===== config.mk =====
export PLATFORM = sky130hd
export DESIGN_NAME = scdir_top
export DESIGN_NICKNAME = d
export VERILOG_FILES = /design/src/core/scdir_pkg.sv /design/src/core/scdir_top.sv
export VERILOG_INCLUDE_DIRS = /design/src /design/src/core
export SDC_FILE = /design/constraint.sdc
export NUM_CORES = 1
export LEC_CHECK = 0
export ABC_AREA = 1
export ABC_CLOCK_PERIOD_IN_PS = 2250
export BUFFER_PORTS_ARGS = -buffer_cell sky130_fd_sc_hd__buf_2
export CAP_MARGIN = 20
export CORE_ASPECT_RATIO = 0.75
export CORE_MARGIN = 10
export CORE_UTILIZATION = 48
export DETAILED_ROUTE_END_ITERATION = 12
export GPL_ROUTABILITY_DRIVEN = 1
export PLACE_DENSITY = 0.78
export SETUP_SLACK_MARGIN = 0.02
export SLEW_MARGIN = 30
export SYNTH_ARGS = -nofsm -noshare
export SYNTH_HDL_FRONTEND = slang
export SYNTH_SLANG_ARGS = --single-unit

===== constraint.sdc =====
create_clock -name mclk_i -period 2.25 [get_ports mclk_i]
set_clock_uncertainty 0.1 [all_clocks]
set_input_delay 0.1125 -clock mclk_i [delete_from_list [all_inputs] [get_ports mclk_i]]
set_output_delay 0.1125 -clock mclk_i [all_outputs]
set_load 0.05 [all_outputs]

===== src/core/scdir_regs.svh =====
// Register offsets, field positions and reset values for the serial card glue
`ifndef SCDIR_REGS_SVH
`define SCDIR_REGS_SVH
// Word addresses on the Avalon side (byte address / 4)
`define SCDIR_ADDR_W        3
`define SCDIR_REG_CFG       3'h0
`define SCDIR_REG_IRQSEL    3'h1
`define SCDIR_REG_STATUS    3'h2
`define SCDIR_REG_MASK      3'h3
`define SCDIR_REG_LIVE      3'h4
// Config register fields
`define SCDIR_CFG_SW_LSB    0
`define SCDIR_CFG_SW_MSB    6
`define SCDIR_CFG_EN_BIT    7                    // Set = switch open = port off
`define SCDIR_CFG_PD_BIT    8
`define SCDIR_CFG_RTS_BIT   9
// Reset values: base 0x280 -> switches A9..A3 = 1010000, port on, pull-down on, RTS mode
`define SCDIR_CFG_RESET     10'h350
`define SCDIR_IRQSEL_RESET  4'h3
// Status bits
`define SCDIR_ST_HIT        0
`define SCDIR_ST_IRQ        1
`define SCDIR_ST_W          2
// Host bus fields
`define SCDIR_HA_MSB        9
`define SCDIR_HA_LSB        3
`define SCDIR_OFS_W         3
`define SCDIR_NLINES        10
`endif


===== src/core/scdir_pkg.sv =====
// Types shared by the serial card glue
package scdir_pkg;
  // Request line choices, in selector order
  typedef enum logic [3:0] {
    SCDIR_IRQ2_9 = 4'h0,
    SCDIR_IRQ3   = 4'h1,
    SCDIR_IRQ4   = 4'h2,
    SCDIR_IRQ5   = 4'h3,
    SCDIR_IRQ7   = 4'h4,
    SCDIR_IRQ10  = 4'h5,
    SCDIR_IRQ11  = 4'h6,
    SCDIR_IRQ12  = 4'h7,
    SCDIR_IRQ15  = 4'h8
  } scdir_irq_t;
  // Bus slave states, one-hot
  typedef enum logic [1:0] {
    SCDIR_IDLE = 2'b01,
    SCDIR_DONE = 2'b10
  } scdir_bus_t;
endpackage : scdir_pkg


===== src/core/scdir_top.sv =====
// Serial card glue: I/O window decode, port gate, IRQ routing, RS-485 driver enable
//
// The implementer's own choices: the Avalon-MM slave port and the placing of the registers.
`include "scdir_regs.svh"
module scdir_top #(
  parameter int NIRQ = 9                          // Number of selectable request lines
) (
  input  wire logic        mclk_i,                // 50 MHz system clock
  input  wire logic        rst_i,                 // Async reset, active high
  // Avalon-MM slave
  input  wire logic [`SCDIR_ADDR_W-1:0] avs_address_i,     // Word address
  input  wire logic        avs_read_i,            // Read strobe
  input  wire logic        avs_write_i,           // Write strobe
  input  wire logic [31:0] avs_writedata_i,       // Write data
  input  wire logic [3:0]  avs_byteenable_i,      // Byte enables
  output logic      [31:0] avs_readdata_o,        // Read data
  output logic             avs_waitrequest_o,     // Stall
  output logic             irq_o,                 // Level interrupt to software
  // Host expansion bus (pins)
  input  wire logic [`SCDIR_NLINES-1:0] host_addr_i, // SA9..SA0
  input  wire logic        host_aen_i,            // Address enable, high = DMA cycle
  // UART side
  input  wire logic        uart_irq_i,            // UART interrupt, active high
  input  wire logic        uart_rts_n_i,          // UART RTS, active low
  output logic             uart_cs_o,             // UART chip select
  output logic [`SCDIR_OFS_W-1:0] uart_ofs_o,     // UART register offset
  // Request lines: tri-state drivers and pull-down
  output logic [NIRQ-1:0]  irq_line_o,            // Drive value per line
  output logic [NIRQ-1:0]  irq_line_oe_o,         // Driver enable per line
  output logic             irq_pulldown_o,        // Pull-down jumper connected
  // RS-485 transmitter
  output logic             tx_drv_en_o            // Transmit driver enable
);

  // Pin synchronisers, two stages each
  logic [`SCDIR_NLINES-1:0] addr_s1, addr_s2;     // Address pins
  logic [2:0]               misc_s1, misc_s2;     // aen, irq, rts_n

  // Software visible state
  logic [9:0]  cfg;                               // Switch bank, enable, pull-down, rts mode
  logic [3:0]  irq_line_selector;                 // Request line choice
  logic [`SCDIR_ST_W-1:0] status;                 // Sticky events
  logic [`SCDIR_ST_W-1:0] mask;                   // Event mask
  scdir_pkg::scdir_bus_t  bus_st;                 // Slave state
  logic        hit_q;                             // Previous decode, for edge event
  logic        uirq_q;                            // Previous UART irq

  // Decoded configuration
  logic [6:0]  base_select_switch_bank;           // 1 = open switch
  logic        port_en;                           // Position eight closed
  logic        driver_enable_selector;            // 1 = RTS mode
  logic        next_cs;                           // Decode result
  logic        next_drv;                          // Driver enable result
  logic        rd_acc, wr_acc;                    // Accepted access

  assign base_select_switch_bank = cfg[`SCDIR_CFG_SW_MSB:`SCDIR_CFG_SW_LSB];
  assign port_en                 = !cfg[`SCDIR_CFG_EN_BIT]; // Open switch disables
  assign driver_enable_selector  = cfg[`SCDIR_CFG_RTS_BIT];
  assign rd_acc = avs_read_i && bus_st == scdir_pkg::SCDIR_IDLE;
  assign wr_acc = avs_write_i && bus_st == scdir_pkg::SCDIR_IDLE;

  // Base match over A9..A3 only; upper lines are not even present
  function automatic logic base_match(input logic [`SCDIR_NLINES-1:0] a,
                                      input logic [6:0] sw);
    base_match = (a[`SCDIR_HA_MSB:`SCDIR_HA_LSB] == sw);
  endfunction : base_match

  // Synchronise pins before any logic looks at them
  always_ff @(posedge mclk_i or posedge rst_i)
  begin
    if (rst_i)
    begin
      addr_s1 <= '0;
      addr_s2 <= '0;
      misc_s1 <= 3'h5;                            // AEN high, RTS idle
      misc_s2 <= 3'h5;
    end
    else
    begin
      addr_s1 <= host_addr_i;
      addr_s2 <= addr_s1;
      misc_s1 <= {uart_rts_n_i, uart_irq_i, host_aen_i};
      misc_s2 <= misc_s1;
    end
  end

  // Decode: AEN low, port enabled, A9..A3 match
  assign next_cs = !misc_s2[0] && port_en
                   && base_match(addr_s2, base_select_switch_bank);

  // Driver enable: RTS mode follows RTS, else always on
  assign next_drv = driver_enable_selector ? !misc_s2[2] : 1'b1;

  // Chip select and window offset to the UART
  always_ff @(posedge mclk_i or posedge rst_i)
  begin
    if (rst_i)
    begin
      uart_cs_o  <= 1'b0;
      uart_ofs_o <= '0;
    end
    else
    begin
      uart_cs_o  <= next_cs;
      uart_ofs_o <= addr_s2[`SCDIR_OFS_W-1:0];    // Low three bits pick location
    end
  end

  // Interrupt routing: drive high on one line only; released when disabled
  always_ff @(posedge mclk_i or posedge rst_i)
  begin
    if (rst_i)
    begin
      irq_line_o    <= '0;
      irq_line_oe_o <= '0;
    end
    else
    begin
      irq_line_o    <= '0;
      irq_line_oe_o <= '0;
      // Never drive low: the pull-down alone returns the line, so cards can share it
      if (port_en && misc_s2[1] && irq_line_selector < NIRQ)
      begin
        irq_line_o[irq_line_selector]    <= 1'b1;
        irq_line_oe_o[irq_line_selector] <= 1'b1;
      end
    end
  end

  // Pull-down jumper and transmit enable
  always_ff @(posedge mclk_i or posedge rst_i)
  begin
    if (rst_i)
    begin
      irq_pulldown_o <= 1'b1;
      tx_drv_en_o    <= 1'b0;
    end
    else
    begin
      irq_pulldown_o <= cfg[`SCDIR_CFG_PD_BIT];
      tx_drv_en_o    <= next_drv;
    end
  end

  // Configuration writes, byte-lane aware; defaults give 280h, line 5
  always_ff @(posedge mclk_i or posedge rst_i)
  begin
    if (rst_i)
    begin
      cfg               <= `SCDIR_CFG_RESET;
      irq_line_selector <= `SCDIR_IRQSEL_RESET;
      mask              <= '0;
    end
    else if (wr_acc)
    begin
      case (avs_address_i)
        `SCDIR_REG_CFG:
        begin
          if (avs_byteenable_i[0])
            cfg[7:0] <= avs_writedata_i[7:0];
          if (avs_byteenable_i[1])
            cfg[9:8] <= avs_writedata_i[9:8];
        end
        `SCDIR_REG_IRQSEL:
        begin
          // Out-of-range codes ignored so exactly one line stays chosen
          if (avs_byteenable_i[0] && avs_writedata_i[3:0] < NIRQ)
            irq_line_selector <= avs_writedata_i[3:0];
        end
        `SCDIR_REG_MASK:
        begin
          if (avs_byteenable_i[0])
            mask <= avs_writedata_i[`SCDIR_ST_W-1:0];
        end
        default:
        begin
          // Read-only or unmapped: ignored
        end
      endcase
    end
  end

  // Sticky events: window hit and UART irq rise; set wins over read-clear
  always_ff @(posedge mclk_i or posedge rst_i)
  begin
    if (rst_i)
    begin
      status <= '0;
      hit_q  <= 1'b0;
      uirq_q <= 1'b0;
    end
    else
    begin
      hit_q  <= next_cs;
      uirq_q <= misc_s2[1];
      status <= ((rd_acc && avs_address_i == `SCDIR_REG_STATUS) ? '0 : status)
                | {misc_s2[1] && !uirq_q, next_cs && !hit_q};
    end
  end

  // Interrupt level from unmasked status
  always_ff @(posedge mclk_i or posedge rst_i)
  begin
    if (rst_i)
      irq_o <= 1'b0;
    else
      irq_o <= |(status & mask);
  end

  // Bus slave: one wait cycle, answer on the second edge
  always_ff @(posedge mclk_i or posedge rst_i)
  begin
    if (rst_i)
    begin
      bus_st            <= scdir_pkg::SCDIR_IDLE;
      avs_waitrequest_o <= 1'b1;
      avs_readdata_o    <= '0;
    end
    else
    begin
      case (bus_st)
        scdir_pkg::SCDIR_IDLE:
        begin
          avs_waitrequest_o <= 1'b1;
          if (avs_read_i || avs_write_i)
          begin
            bus_st            <= scdir_pkg::SCDIR_DONE;
            avs_waitrequest_o <= 1'b0;
            avs_readdata_o    <= '0;          // Unmapped reads give zero
            if (avs_read_i)
            begin
              case (avs_address_i)
                `SCDIR_REG_CFG:    avs_readdata_o <= {22'h0, cfg};
                `SCDIR_REG_IRQSEL: avs_readdata_o <= {28'h0, irq_line_selector};
                `SCDIR_REG_STATUS: avs_readdata_o <= {30'h0, status};
                `SCDIR_REG_MASK:   avs_readdata_o <= {30'h0, mask};
                `SCDIR_REG_LIVE:   avs_readdata_o <= {29'h0, tx_drv_en_o, uart_cs_o, irq_o};
                default:           avs_readdata_o <= '0;
              endcase
            end
          end
        end
        scdir_pkg::SCDIR_DONE:
        begin
          bus_st            <= scdir_pkg::SCDIR_IDLE;
          avs_waitrequest_o <= 1'b1;
        end
        default:
        begin
          bus_st            <= scdir_pkg::SCDIR_IDLE;
          avs_waitrequest_o <= 1'b1;
        end
      endcase
    end
  end

  // Checks
  a_cs_needs_match: assert property (@(posedge mclk_i) disable iff (rst_i)
    uart_cs_o |-> $past(port_en) && !$past(misc_s2[0])
      && $past(addr_s2[`SCDIR_HA_MSB:`SCDIR_HA_LSB]) == $past(base_select_switch_bank))
    else $error("chip select without a decoded match");
  a_cs_on_match: assert property (@(posedge mclk_i) disable iff (rst_i)
    (!misc_s2[0] && port_en && addr_s2[`SCDIR_HA_MSB:`SCDIR_HA_LSB] == base_select_switch_bank)
      |=> uart_cs_o)
    else $error("matching access not selected");
  a_disabled_quiet: assert property (@(posedge mclk_i) disable iff (rst_i)
    (!port_en ##1 !port_en) |-> !uart_cs_o)
    else $error("disabled port responded");
  a_no_drive_off: assert property (@(posedge mclk_i) disable iff (rst_i)
    (!port_en ##1 !port_en) |-> irq_line_oe_o == '0)
    else $error("disabled port drives request line");
  a_one_line: assert property (@(posedge mclk_i) disable iff (rst_i)
    $onehot0(irq_line_oe_o))
    else $error("more than one request line driven");
  a_irq_follows: assert property (@(posedge mclk_i) disable iff (rst_i)
    (port_en && misc_s2[1])
      |=> irq_line_oe_o[$past(irq_line_selector)] && irq_line_o[$past(irq_line_selector)])
    else $error("uart interrupt not driven on chosen line");
  a_rts_mode: assert property (@(posedge mclk_i) disable iff (rst_i)
    (driver_enable_selector && misc_s2[2]) |=> !tx_drv_en_o)
    else $error("driver enabled without rts");
  a_fixed_mode: assert property (@(posedge mclk_i) disable iff (rst_i)
    !driver_enable_selector |=> tx_drv_en_o)
    else $error("driver not enabled in fixed mode");
  a_offset_pass: assert property (@(posedge mclk_i) disable iff (rst_i)
    ##1 uart_ofs_o == $past(addr_s2[`SCDIR_OFS_W-1:0]))
    else $error("window offset mismatch");

endmodule : scdir_top


# [Yosys cells after proc, flatten, opt, wreduce, memory -nomap -nowiden]
# Index checks and enable logic that the tools add are counted.
[word_totals] ff_bits=96 inputBits=56 output_inout_bits=58 elab_cells=67
[classes] n_lt_le_gt_ge=4 n_eq_ne=7 mux=11 bitwise=2 reduce_logical=24
[ops] op="10-bit one-hot mux with 5 select lines" count=1
[ops] op="3-bit AND reduction" count=4
[ops] op="1-bit logical AND" count=11
[ops] op="10-bit two-way mux" count=1
[ops] op="9-bit two-way mux" count=1
[ops] op="4-bit less-than comparator (second input constant)" count=2
[ops] op="7-bit == test" count=1
[ops] op="3-bit by 2-bit == test with 1-bit output (second input constant)" count=2
[ops] op="2-bit two-way mux" count=3
[ops] op="1-bit logical NOT" count=5
[ops] op="4-bit by 5-bit less-than comparator with 1-bit output (second input constant)" count=1
[ops] op="1-bit demux with 4-bit select" count=1
[ops] op="4-bit by 1-bit greater-or-equal comparator with 1-bit output (second input constant)" count=1
[ops] op="1-bit two-way mux" count=4
[ops] op="3-bit by 1-bit == test with 1-bit output (second input constant)" count=1
[ops] op="3-bit == test (second input constant)" count=1
[ops] op="3-bit logical NOT" count=1
[ops] op="2-bit AND" count=1
[ops] op="2-bit by 1-bit == test with 1-bit output (second input constant)" count=1
[ops] op="2-bit by 1-bit != test with 1-bit output (second input constant)" count=1
[ops] op="2-bit bitwise OR" count=1
[ops] op="2-bit AND reduction" count=1
[ops] op="2-bit OR reduction" count=1
[ops] op="1-bit logical OR" count=1

# [Depth between registers and ports, before layout]
# Gate-level depths: netlist of run 1.
[logic_depth] word_depth=5 ltp_mapped=8 mapped_depth_nobuf=8

# [Worst setup path before layout of run 1]
# No wires, ideal clock.
[synth_path] kind="register -> register" start="register bus_st[0]" end="register cfg[0]" setup_ns=0.118 arrival_time_ns=1.276 required_ns=2.032 setup_slack_ns=0.756 stages_incl_launch_ff=9 n_path_buf=1 period_less_slack_ns=1.494 path_cell_list="dfstp_2 -> inv_1 -> nor2_2 -> nand2_1 -> nor2_4 -> nand2_4 -> buf_6 -> nand2_1 -> o21ai_2"
[synth_via] elab_chain_cells=3
[synth_rtl] item="start: declaration" line_no="scdir_top.sv:44" source="scdir_pkg::scdir_bus_t bus_st;"
[synth_rtl] item="start signal: assignment" line_no="scdir_top.sv:215" source="bus_st <= scdir_pkg::SCDIR_IDLE;"
[synth_rtl] item="start signal: assignment" line_no="scdir_top.sv:227" source="bus_st <= scdir_pkg::SCDIR_DONE;"
[synth_rtl] item="start signal: assignment" line_no="scdir_top.sv:245" source="bus_st <= scdir_pkg::SCDIR_IDLE;"
[synth_rtl] item="2-bit by 1-bit == test with 1-bit output" line_no="scdir_top.sv:60" source="assign wr_acc = avs_write_i && bus_st == scdir_pkg::SCDIR_IDLE;"
[synth_rtl] item="1-bit logical AND" line_no="scdir_top.sv:60"
[synth_rtl] item="3-bit AND reduction (no line)"
[synth_rtl] item="end signal: assignment" line_no="scdir_top.sv:150" source="cfg <= `SCDIR_CFG_RESET;"
[synth_rtl] item="end signal: assignment" line_no="scdir_top.sv:160" source="cfg[7:0] <= avs_writedata_i[7:0];"
[synth_rtl] item="end: declaration" line_no="scdir_top.sv:40" source="logic [9:0] cfg;"
# No other way between the ends.
# A chain may end at the register's enable or synchronous reset.

# [Worst setup path after layout of run 1]
[layout_path] start="register bus_st[0]" end="register cfg[9]"
# The elaborated chain is that of the path after synthesis.

==> flow_metrics.env, run 1 <==
export IMPL_outcome="completed"
export IMPL_finalWorstSetupSlack_ps=316
export IMPL_ys_top_cells_by_area="dfrtp_1 51%, dfstp_2 11%, nand2_1 8.8%"
export IMPL_core_area_mm2=0.00595
export IMPL_synth_cell_types=26
export IMPL_cts_inserted_buffers=9
export IMPL_die_y_um=88.5
export IMPL_period_minus_slack_ps=1930
export IMPL_fillers=511
export IMPL_synth_top_cells_by_count="70 x nand2_1, 61 x dfrtp_1, 35 x inv_1"
export IMPL_synth_largest_area_cell="dfrtp_1"
export IMPL_drt_initial_drc_count=84
export IMPL_holdWs_ps=19.8
export IMPL_htree_levels=3
export IMPL_placed_cell_area_mm2=0.00328
export IMPL_detail_route_wl_per_cell_um=13.1
export IMPL_path_buf_inv=2
export IMPL_drive_gt1_frac=0.288
export IMPL_path_max_fanout=4
export IMPL_cp_slowest_stage_delay_ps=560
export IMPL_clock_sinks=74
export IMPL_wl_mm=6.14
export IMPL_hpwl_mm=4.61
export IMPL_start_util=0.505
export IMPL_crit_arrival_ps=2100
export IMPL_ys_seq_area_frac=0.622
export IMPL_power_uw=3830
export IMPL_cp_start_kind="flip-flop"
export IMPL_crit_slowest_cell="dlygate4sd3_1"
export IMPL_critPathCaptureType="flip-flop"
export IMPL_hold_path_class="input port to flip-flop"
export IMPL_path_cells="inv_1, nor2_2, nand2_1, nor2_2, nand2_1, dlygate4sd3_1, o21ai_0"
export IMPL_grt_max_degree=37
export IMPL_rsz0062_at_grt="no"
export IMPL_critical_path_class="flip-flop to flip-flop"
export IMPL_num_rows=24
export IMPL_setup_violations=0
export IMPL_tns_ps=0
export IMPL_synth_cells=295
export IMPL_synth_top_cell_area_share=0.509
export IMPL_grt_remaining_overflow=0
export IMPL_postCtsSetupBuffers=0
export IMPL_nets=443
export IMPL_fp_dieW_um=111
export IMPL_finalHoldViolCount=0
export IMPL_cts_tree="built"
export IMPL_grt_pass1_wl_mm=10.2
export IMPL_cellLeakagePower_uw=0.00201
export IMPL_drc=0
export IMPL_clkTransAtPathRegs_ps=70
export IMPL_maxSlewViolCount=0
export IMPL_antenna_left=0
export IMPL_ys_flop_type="dfrtp_1"
export IMPL_antenna_found_initial=0
export IMPL_async_flop_share=1.00
export IMPL_via_per_inst=4.48
export IMPL_power_density_mw_per_mm2=1020
export IMPL_period_share=0.859
export IMPL_synth_edf_count=0
export IMPL_ios=114
export IMPL_cp_top_family="buffers and inverters"
export IMPL_yosysMostFrequentCell="nand2_1"
export IMPL_postLayoutCellArea_mm2=0.00374
export IMPL_cts_root_buf="clkbuf_8"
export IMPL_clk_latency_ps=350
export IMPL_grt_pass1_vias=2162
export IMPL_dr_pass1_iters=4
export IMPL_grt_use_total=0.130
export IMPL_vias=2107
export IMPL_multi_input_area_um2=818
export IMPL_gp_congestion=0.831
export IMPL_area_growth_pct=24.8
export IMPL_critPathRequiredTime_ps=2410
export IMPL_seq_area_mm2=0.00187
export IMPL_die_area_mm2=0.00985
export IMPL_io_buffers=67
export IMPL_clock_fmax_ghz=0.517
export IMPL_clk_path_buf_depth=2
export IMPL_synth_area_mm2=0.00300
export IMPL_yosysWarnings=0
export IMPL_antenna_cells=0
export IMPL_cap_violations=0
export IMPL_syn_avg_cell_area_um2=10.2
export IMPL_pre_cts_slack_ps=644
export IMPL_synth_seq_cells=74
export IMPL_vdd_drop_max_mv=0.686
## tightest hold or removal path, stage by stage
cell     delay (ps)
buf_2           100
nand2_1          70
nor2_2           50
nand2_1          50
o21ai_0          70
## final cells by class
type | instances | share of cell area
Sequential cell | 74 | 0.499
Multi-Input combinational cell | 172 | 0.219
Timing Repair Buffer | 94 | 0.164
Inverter | 36 | 0.0368
Clock buffer | 11 | 0.0351
Tap cell | 78 | 0.0261
Clock inverter | 5 | 0.0210
## worst paths after layout
path / from / endpoint / slack [ps] / cells past startpoint
max in group asynchronous: rst_i / irq_line_selector[1] / 1190 / 4
worst max-delay path: bus_st[0] / cfg[9] / 320 / 7
worst max register to register: bus_st[0] / cfg[9] / 320 / 7
worst min register to register: addr_s1[1] / addr_s2[1] / 250 / 0
min in group asynchronous: rst_i / addr_s1[6] / 210 / 3
worst min-delay path: avs_byteenable_i[1] / cfg[8] / 20 / 5
## where the power goes
part           internal, uW  switching (uW)
Clock                   623             454
Combinational           261             727
Sequential             1620             150
## placed cells by master, fill, tap and decap left out, types with 6 or more instances in the layout
cell / synthesis / routed
nand3_1: 17 / 17
nor2_1: 20 / 20
dlygate4sd3_1: 0 / 25
dfstp_2: 13 / 13
a21oi_2: 6 / 6
nand4_1: 6 / 6
conb_1: 1 / 22
buf_2: 1 / 67
o21ai_0: 16 / 16
nand2_1: 70 / 70
clkbuf_8: 0 / 9
inv_1: 35 / 34
dfrtp_1: 61 / 61
## metal layers
layer,part of all wire,wire (um),GRT usage,up-vias
li1,-,-,-,1047
met1,0.41,2510,0.142,965
met2,0.47,2910,0.216,84
met3,0.10,620,0.0636,11
met4,0.017,103,0.0524,0
met5,0,0,0,-
## per-stage QoR
stage               cells  utilization
floorplan             316            -
global placement      429        0.552
detailed placement    429        0.552
CTS                   470        0.630
global route          470        0.630
finish                470        0.630
## flip-flops by register name, summed over array words and instances (netlist names), 4 cells and up
name	count
addr_s1	10
avs_readdata_o	10
irq_line_oe_o	9
cfg	10
addr_s2	10
irq_line_selector	4
## what timing repair did
action,in CTS,in global routing
endpoints found under the hold margin,49,0
hold buffers,25,0
gates resized for setup,0,0
## logic make-up (layout without fill, tap and decap cells)
logic type / count (synthesis) / after routing / share of synthesized area
and+or+nand+nor: 123 / 123 / 0.188
other: 1 / 22 / 0.00125
buffers and inverters: 70 / 146 / 0.131
AOI/OAI and AO/OA: 26 / 26 / 0.0546
xor gates and xnor gates: 1 / 1 / 0.00292
DFF: 74 / 74 / 0.622
Power figures use the tool's default switching activity.
==> run 2, diff against run 1 <==
==> constraint.sdc (replaced) <==
create_clock -name mclk_i -period 2.25 [get_ports mclk_i]
set_clock_uncertainty 0.1 [all_clocks]
set_input_delay 0 -clock mclk_i [delete_from_list [all_inputs] [get_ports mclk_i]]
set_output_delay 0 -clock mclk_i [all_outputs]
set_load 0.05 [all_outputs]
==> run 2 against run 1 <==
Sequential share of layout area fell by 0.35 points. Total power fell by 5.1%. Setup slack got worse by 4.7 ps. Register-to-register slack barely moved. Non-clock buffer count rose by 6. Clock power fell by 18%. Combinational power rose by 0.5%. Wire length fell by 3.0%. Critical path depth did not move. Final area rose by 0.70%.
==> flow_metrics.env, run 2 (same netlist as run 1, synthesis figures left out) <==
export IMPL_outcome="completed"
export IMPL_rsz0062_at_grt="no"
export IMPL_hpwl_mm=4.37
export IMPL_r2r_start="bus_st[0]"
export IMPL_cp_slowest_stage_delay_ps=590
export IMPL_intPower_uw=2350
export IMPL_dr_pass1_iters=4
export IMPL_io_buffers=67
export IMPL_clock_fmax_ghz=0.516
export IMPL_vias=2102
export IMPL_wl_mm=5.95
export IMPL_core_area_mm2=0.00595
export IMPL_cts_root_buf="clkbuf_8"
export IMPL_critPathCaptureType="flip-flop"
export IMPL_fp_dieW_um=111
export IMPL_clk_latency_ps=340
export IMPL_setup_violations=0
export IMPL_tns_ps=0
export IMPL_hold_path_class="input port to flip-flop"
export IMPL_path_cells="inv_1, nor2_2, nand2_1, nor2_4, nand4_1, dlygate4sd3_1, nand2_1"
export IMPL_cp_top_family="simple AND/OR/NAND/NOR gates"
export IMPL_clock_power_share=0.243
export IMPL_start_util=0.505
export IMPL_area_growth_pct=25.6
export IMPL_detail_route_wl_per_cell_um=12.5
export IMPL_via_per_inst=4.42
export IMPL_crit_slowest_cell="dlygate4sd3_1"
export IMPL_drt_initial_drc_count=72
export IMPL_final_cell_mix="70 x nand2_1, 67 x buf_2, 61 x dfrtp_1, 34 x inv_1, 32 x dlygate4sd3_1"
export IMPL_ios=114
export IMPL_cts_inserted_buffers=9
export IMPL_r2r_slack_ps=310
export IMPL_cp_start_kind="flip-flop"
export IMPL_clock_sinks=74
export IMPL_grt_pass1_vias=2162
export IMPL_postLayoutCellArea_mm2=0.00377
export IMPL_vdd_drop_max_mv=0.465
export IMPL_path_max_fanout=7
export IMPL_power_density_mw_per_mm2=964
export IMPL_hold_end="irq_line_selector[3]"
export IMPL_comb_power_share=0.273
export IMPL_ff2ff_path_depth=7
export IMPL_grt_max_degree=75
export IMPL_placed_cell_area_mm2=0.00328
export IMPL_clk_path_buf_depth=2
export IMPL_critPathRequiredTime_ps=2430
export IMPL_antenna_cells=0
export IMPL_cellLeakagePower_uw=0.00201
export IMPL_antenna_found_initial=0
export IMPL_nets=449
export IMPL_die_area_mm2=0.00985
export IMPL_drive_gt1_frac=0.281
export IMPL_crit_arrival_ps=2120
export IMPL_swShare=0.355
export IMPL_path_buf_inv=2
export IMPL_cap_violations=0
export IMPL_cpMostUsedCell="nand2_1"
export IMPL_reg2reg_to="irq_line_selector[1]"
export IMPL_period_share=0.861
export IMPL_hp_start="avs_address_i[1]"
export IMPL_final_common_cell="nand2_1"
export IMPL_hold_depth=4
export IMPL_maxSlewViolCount=0
export IMPL_grt_remaining_overflow=0
export IMPL_die_y_um=88.5
export IMPL_drc=0
export IMPL_finalHoldViolCount=0
export IMPL_cts_resized=0
export IMPL_antenna_left=0
export IMPL_critical_path_class="flip-flop to flip-flop"
export IMPL_seqPwrFrac=0.484
export IMPL_grt_pass1_wl_mm=9.99
export IMPL_power_switching_uw=1290
export IMPL_cts_tree="built"
export IMPL_htree_levels=3
export IMPL_clkTransAtPathRegs_ps=70
export IMPL_grt_use_total=0.127
export IMPL_period_minus_slack_ps=1940
export IMPL_gp_congestion=0.836
export IMPL_num_rows=24
## run 2: cell types whose count changed in the layout (fill, tap and decap cells not counted), sizes merged
cell and change:
bufinv -2, buf -1, clkbuf +2, dlygate4sd3 +7
## run 2: final cells by class
class / count / area [um^2]
clock buffer: 13 / 159
clock inverter: 3 / 15.0
sequential: 74 / 1870
multi-input combinational: 172 / 818
inverter: 36 / 138
tap: 78 / 97.6
fill: 505 / 2170
timing repair buffer: 100 / 676
## run 2: what timing repair did
| action | 4_1_cts | 5_1_grt |
|---|---|---|
| hold endpoints to repair | 109 | 0 |
| hold buffers | 32 | 0 |
| setup buffers | 0 | 0 |
## run 2: routing by layer
metal | routed length, um | part of all wire | track usage | vias to the layer above
met5 | 0 | 0 | 0 | -
met4 | 119 | 0.020 | 0.0454 | 0
li1 | - | - | - | 1059
met2 | 2830 | 0.48 | 0.209 | 76
met3 | 549 | 0.092 | 0.0710 | 13
met1 | 2450 | 0.41 | 0.138 | 954
## run 2: worst reg2reg max path: cells and delay by family, from the launching register on
kind	cells	cell delay (ps)
buffers and inverters	2	630
flip-flops	1	520
AND/OR/NAND/NOR	5	640
## run 2: metrics by stage
| step | worst slack (ps) | hold WS (ps) | utilization | instances | total power, uW |
|---|---|---|---|---|---|
| final | 312 | 35.8 | 0.634 | 476 | 3630 |
| after global routing | 176 | 39.9 | 0.634 | 476 | 3860 |
| after CTS | 323 | 11.8 | 0.634 | 476 | 3680 |
| after detailed placement | 635 | 6.20 | 0.551 | 428 | 2730 |
| after global placement | 662 | 5.00 | 0.551 | 428 | 2710 |
| after floorplan | 290 | -95.5 | - | 316 | 2540 |
## run 2: worst max-delay path by stage
stage | start | depth (start not counted) | slack [ps] | endpoint
floorplan | rst_i | 1 | 290 | addr_s1[0]
global placement | bus_st[0] | 7 | 660 | cfg[7]
detailed placement | bus_st[0] | 7 | 630 | cfg[7]
CTS | bus_st[0] | 7 | 320 | irq_line_selector[1]
global route | bus_st[0] | 7 | 180 | irq_line_selector[0]
finish | bus_st[0] | 7 | 310 | irq_line_selector[1]
## run 2: power groups by stage
stage / Sequential, uW / Clock (uW) / Combinational (uW)
after floorplan: 2010 / 0 / 527
after detailed placement: 1790 / 0 / 948
final: 1760 / 882 / 993
after global placement: 1770 / 0 / 932
after CTS: 1760 / 918 / 1000
after global routing: 1790 / 979 / 1090
==> run 3, diff against run 2 <==
- ABC_CLOCK_PERIOD_IN_PS: 2250 -> 2500
- CORE_UTILIZATION: 48 -> 50
- PLACE_DENSITY: 0.78 -> 0.81
- clock period: 2.25 -> 2.5 ns (I/O delays scaled with it)
==> run 3 against run 2 <==
The run now ends with negative hold slack left. Sequential cell count stayed put. Critical path depth increased by 1. Setup slack worse by 130 ps. Non-clock buffer count grew 3.
==> flow_metrics.env, run 3 (same netlist as run 1, synthesis figures left out) <==
export IMPL_placed_cell_area_mm2=0.00327
export IMPL_postLayoutCellArea_mm2=0.00381
export IMPL_grt_use_total=0.136
export IMPL_clkTransAtPathRegs_ps=70
export IMPL_ff2ff_path_depth=8
export IMPL_detail_route_wl_per_cell_um=12.8
export IMPL_crit_slowest_cell="dlygate4sd3_1"
export IMPL_die_area_mm2=0.00953
export IMPL_wl_mm=6.13
export IMPL_critPathRequiredTime_ps=2680
export IMPL_path_buf_inv=3
export IMPL_ios=114
export IMPL_via_per_inst=4.42
export IMPL_fillers=473
export IMPL_holdWs_ps=-11.2
export IMPL_hold_path_class="input port to flip-flop"
export IMPL_r2r_start="bus_st[0]"
export IMPL_crit_arrival_ps=2500
export IMPL_grt_met3_usage=0.0666
export IMPL_grt_remaining_overflow=0
export IMPL_io_buffers=67
export IMPL_period_minus_slack_ps=2310
export IMPL_path_cells="inv_1, nor2_2, nand2_2, nor2_4, nand2_1, dlygate4sd3_1, o21ai_0, dlygate4sd3_1"
export IMPL_drive_gt1_frac=0.287
export IMPL_use_met1=0.157
export IMPL_setup_violations=0
export IMPL_vias=2118
export IMPL_reg2reg_to="cfg[8]"
export IMPL_seq_area_mm2=0.00187
export IMPL_multi_input_area_um2=826
export IMPL_critPathCaptureType="flip-flop"
export IMPL_cp_start_kind="flip-flop"
export IMPL_path_max_fanout=4
export IMPL_clock_sinks=74
export IMPL_maxSlewViolCount=0
export IMPL_antenna_left=0
export IMPL_cts_inserted_buffers=9
export IMPL_clk_path_buf_depth=2
export IMPL_final_cell_mix="69 x nand2_1, 67 x buf_2, 61 x dfrtp_1, 34 x inv_1, 34 x dlygate4sd3_1"
export IMPL_cap_violations=0
export IMPL_busiest_layer="met2"
export IMPL_cpMostUsedCell="dlygate4sd3_1"
export IMPL_drc=0
export IMPL_gp_congestion=0.845
export IMPL_hpwl_mm=4.39
export IMPL_nets=452
export IMPL_dr_pass1_iters=5
export IMPL_cp_slowest_stage_delay_ps=560
export IMPL_rsz0062_at_grt="no"
export IMPL_hold_depth=4
export IMPL_start_util=0.515
export IMPL_pre_cts_slack_ps=879
export IMPL_antenna_found_initial=0
export IMPL_use_met2=0.214
export IMPL_power_density_mw_per_mm2=889
export IMPL_clk_latency_ps=340
export IMPL_cts_tree="built"
export IMPL_finalHoldViolCount=1
export IMPL_final_common_cell="nand2_1"
export IMPL_worst_slew_pin_slew_ps=664
export IMPL_slew_headroom=0.557
export IMPL_postCtsSetupBuffers=0
export IMPL_tns_ps=0
export IMPL_fp_dieW_um=109
export IMPL_grt_pass1_vias=2085
export IMPL_grt_max_degree=36
export IMPL_die_y_um=87.1
export IMPL_violations="negative hold slack"
export IMPL_num_rows=24
export IMPL_drt_initial_drc_count=68
export IMPL_core_area_mm2=0.00583
export IMPL_htree_levels=3
export IMPL_outcome="finished, violations left"
export IMPL_vdd_drop_max_mv=0.482
export IMPL_period_share=0.926
export IMPL_cp_top_family="buffers and inverters"
export IMPL_hold_end="cfg[9]"
export IMPL_r2r_slack_ps=190
export IMPL_critical_path_class="flip-flop to flip-flop"
export IMPL_area_growth_pct=27.1
export IMPL_finalWorstSetupSlack_ps=185
export IMPL_antenna_cells=0
export IMPL_cellLeakagePower_uw=0.00202
export IMPL_cts_root_buf="clkbuf_8"
export IMPL_grt_pass1_wl_mm=9.98
export IMPL_clock_fmax_ghz=0.432
export IMPL_post_route_util=0.655
export IMPL_hp_start="avs_write_i"
[run 3: worst max path at each step]
stage	startpoint	to	slack (ps)	cells past startpoint
after global placement	bus_st[0]	cfg[2]	910	7
after detailed placement	bus_st[0]	cfg[2]	880	7
after floorplan	rst_i	addr_s1[0]	540	1
after global routing	bus_st[0]	cfg[8]	70	8
final	bus_st[0]	cfg[8]	190	8
after CTS	bus_st[0]	cfg[9]	100	8
[run 3: area by class of cell]
type	count	area share
clock buffer	10	0.0335
clock inverter	6	0.0177
inverter	36	0.0361
multi-input combinational	172	0.216
sequential	74	0.490
tap	78	0.0256
timing repair buffer	103	0.181
[run 3: timing repair]
item,CTS,global route
setup endpoints to repair,0,2
gates resized for setup,0,2
hold buffers,34,1
endpoints found under the hold margin,63,1
[run 3: metrics by stage]
| stage | cells | total power (uW) |
|---|---|---|
| 2_1_floorplan | 316 | 2290 |
| 4_1_cts | 479 | 3430 |
| 6_report | 479 | 3390 |
| 5_1_grt | 479 | 3590 |
| 3_3_place_gp | 429 | 2430 |
| 3_5_place_dp | 429 | 2460 |
[run 3: worst min-delay path, cell delays in order]
cell     delay [ps]
buf_2            80
nand2_2          90
nor2_4          150
o21ai_0          90
[run 3: power by group]
| group | total (uW) | internal (uW) | switching, uW |
|---|---|---|---|
| clock network | 897 | 464 | 433 |
| registers | 1580 | 1450 | 128 |
| logic | 911 | 257 | 653 |
[run 3: per-layer routing]
metal | wire length, um | share of wire
met2 | 2830 | 0.46
met4 | 104 | 0.017
met3 | 630 | 0.10
met5 | 0 | 0
met1 | 2560 | 0.42
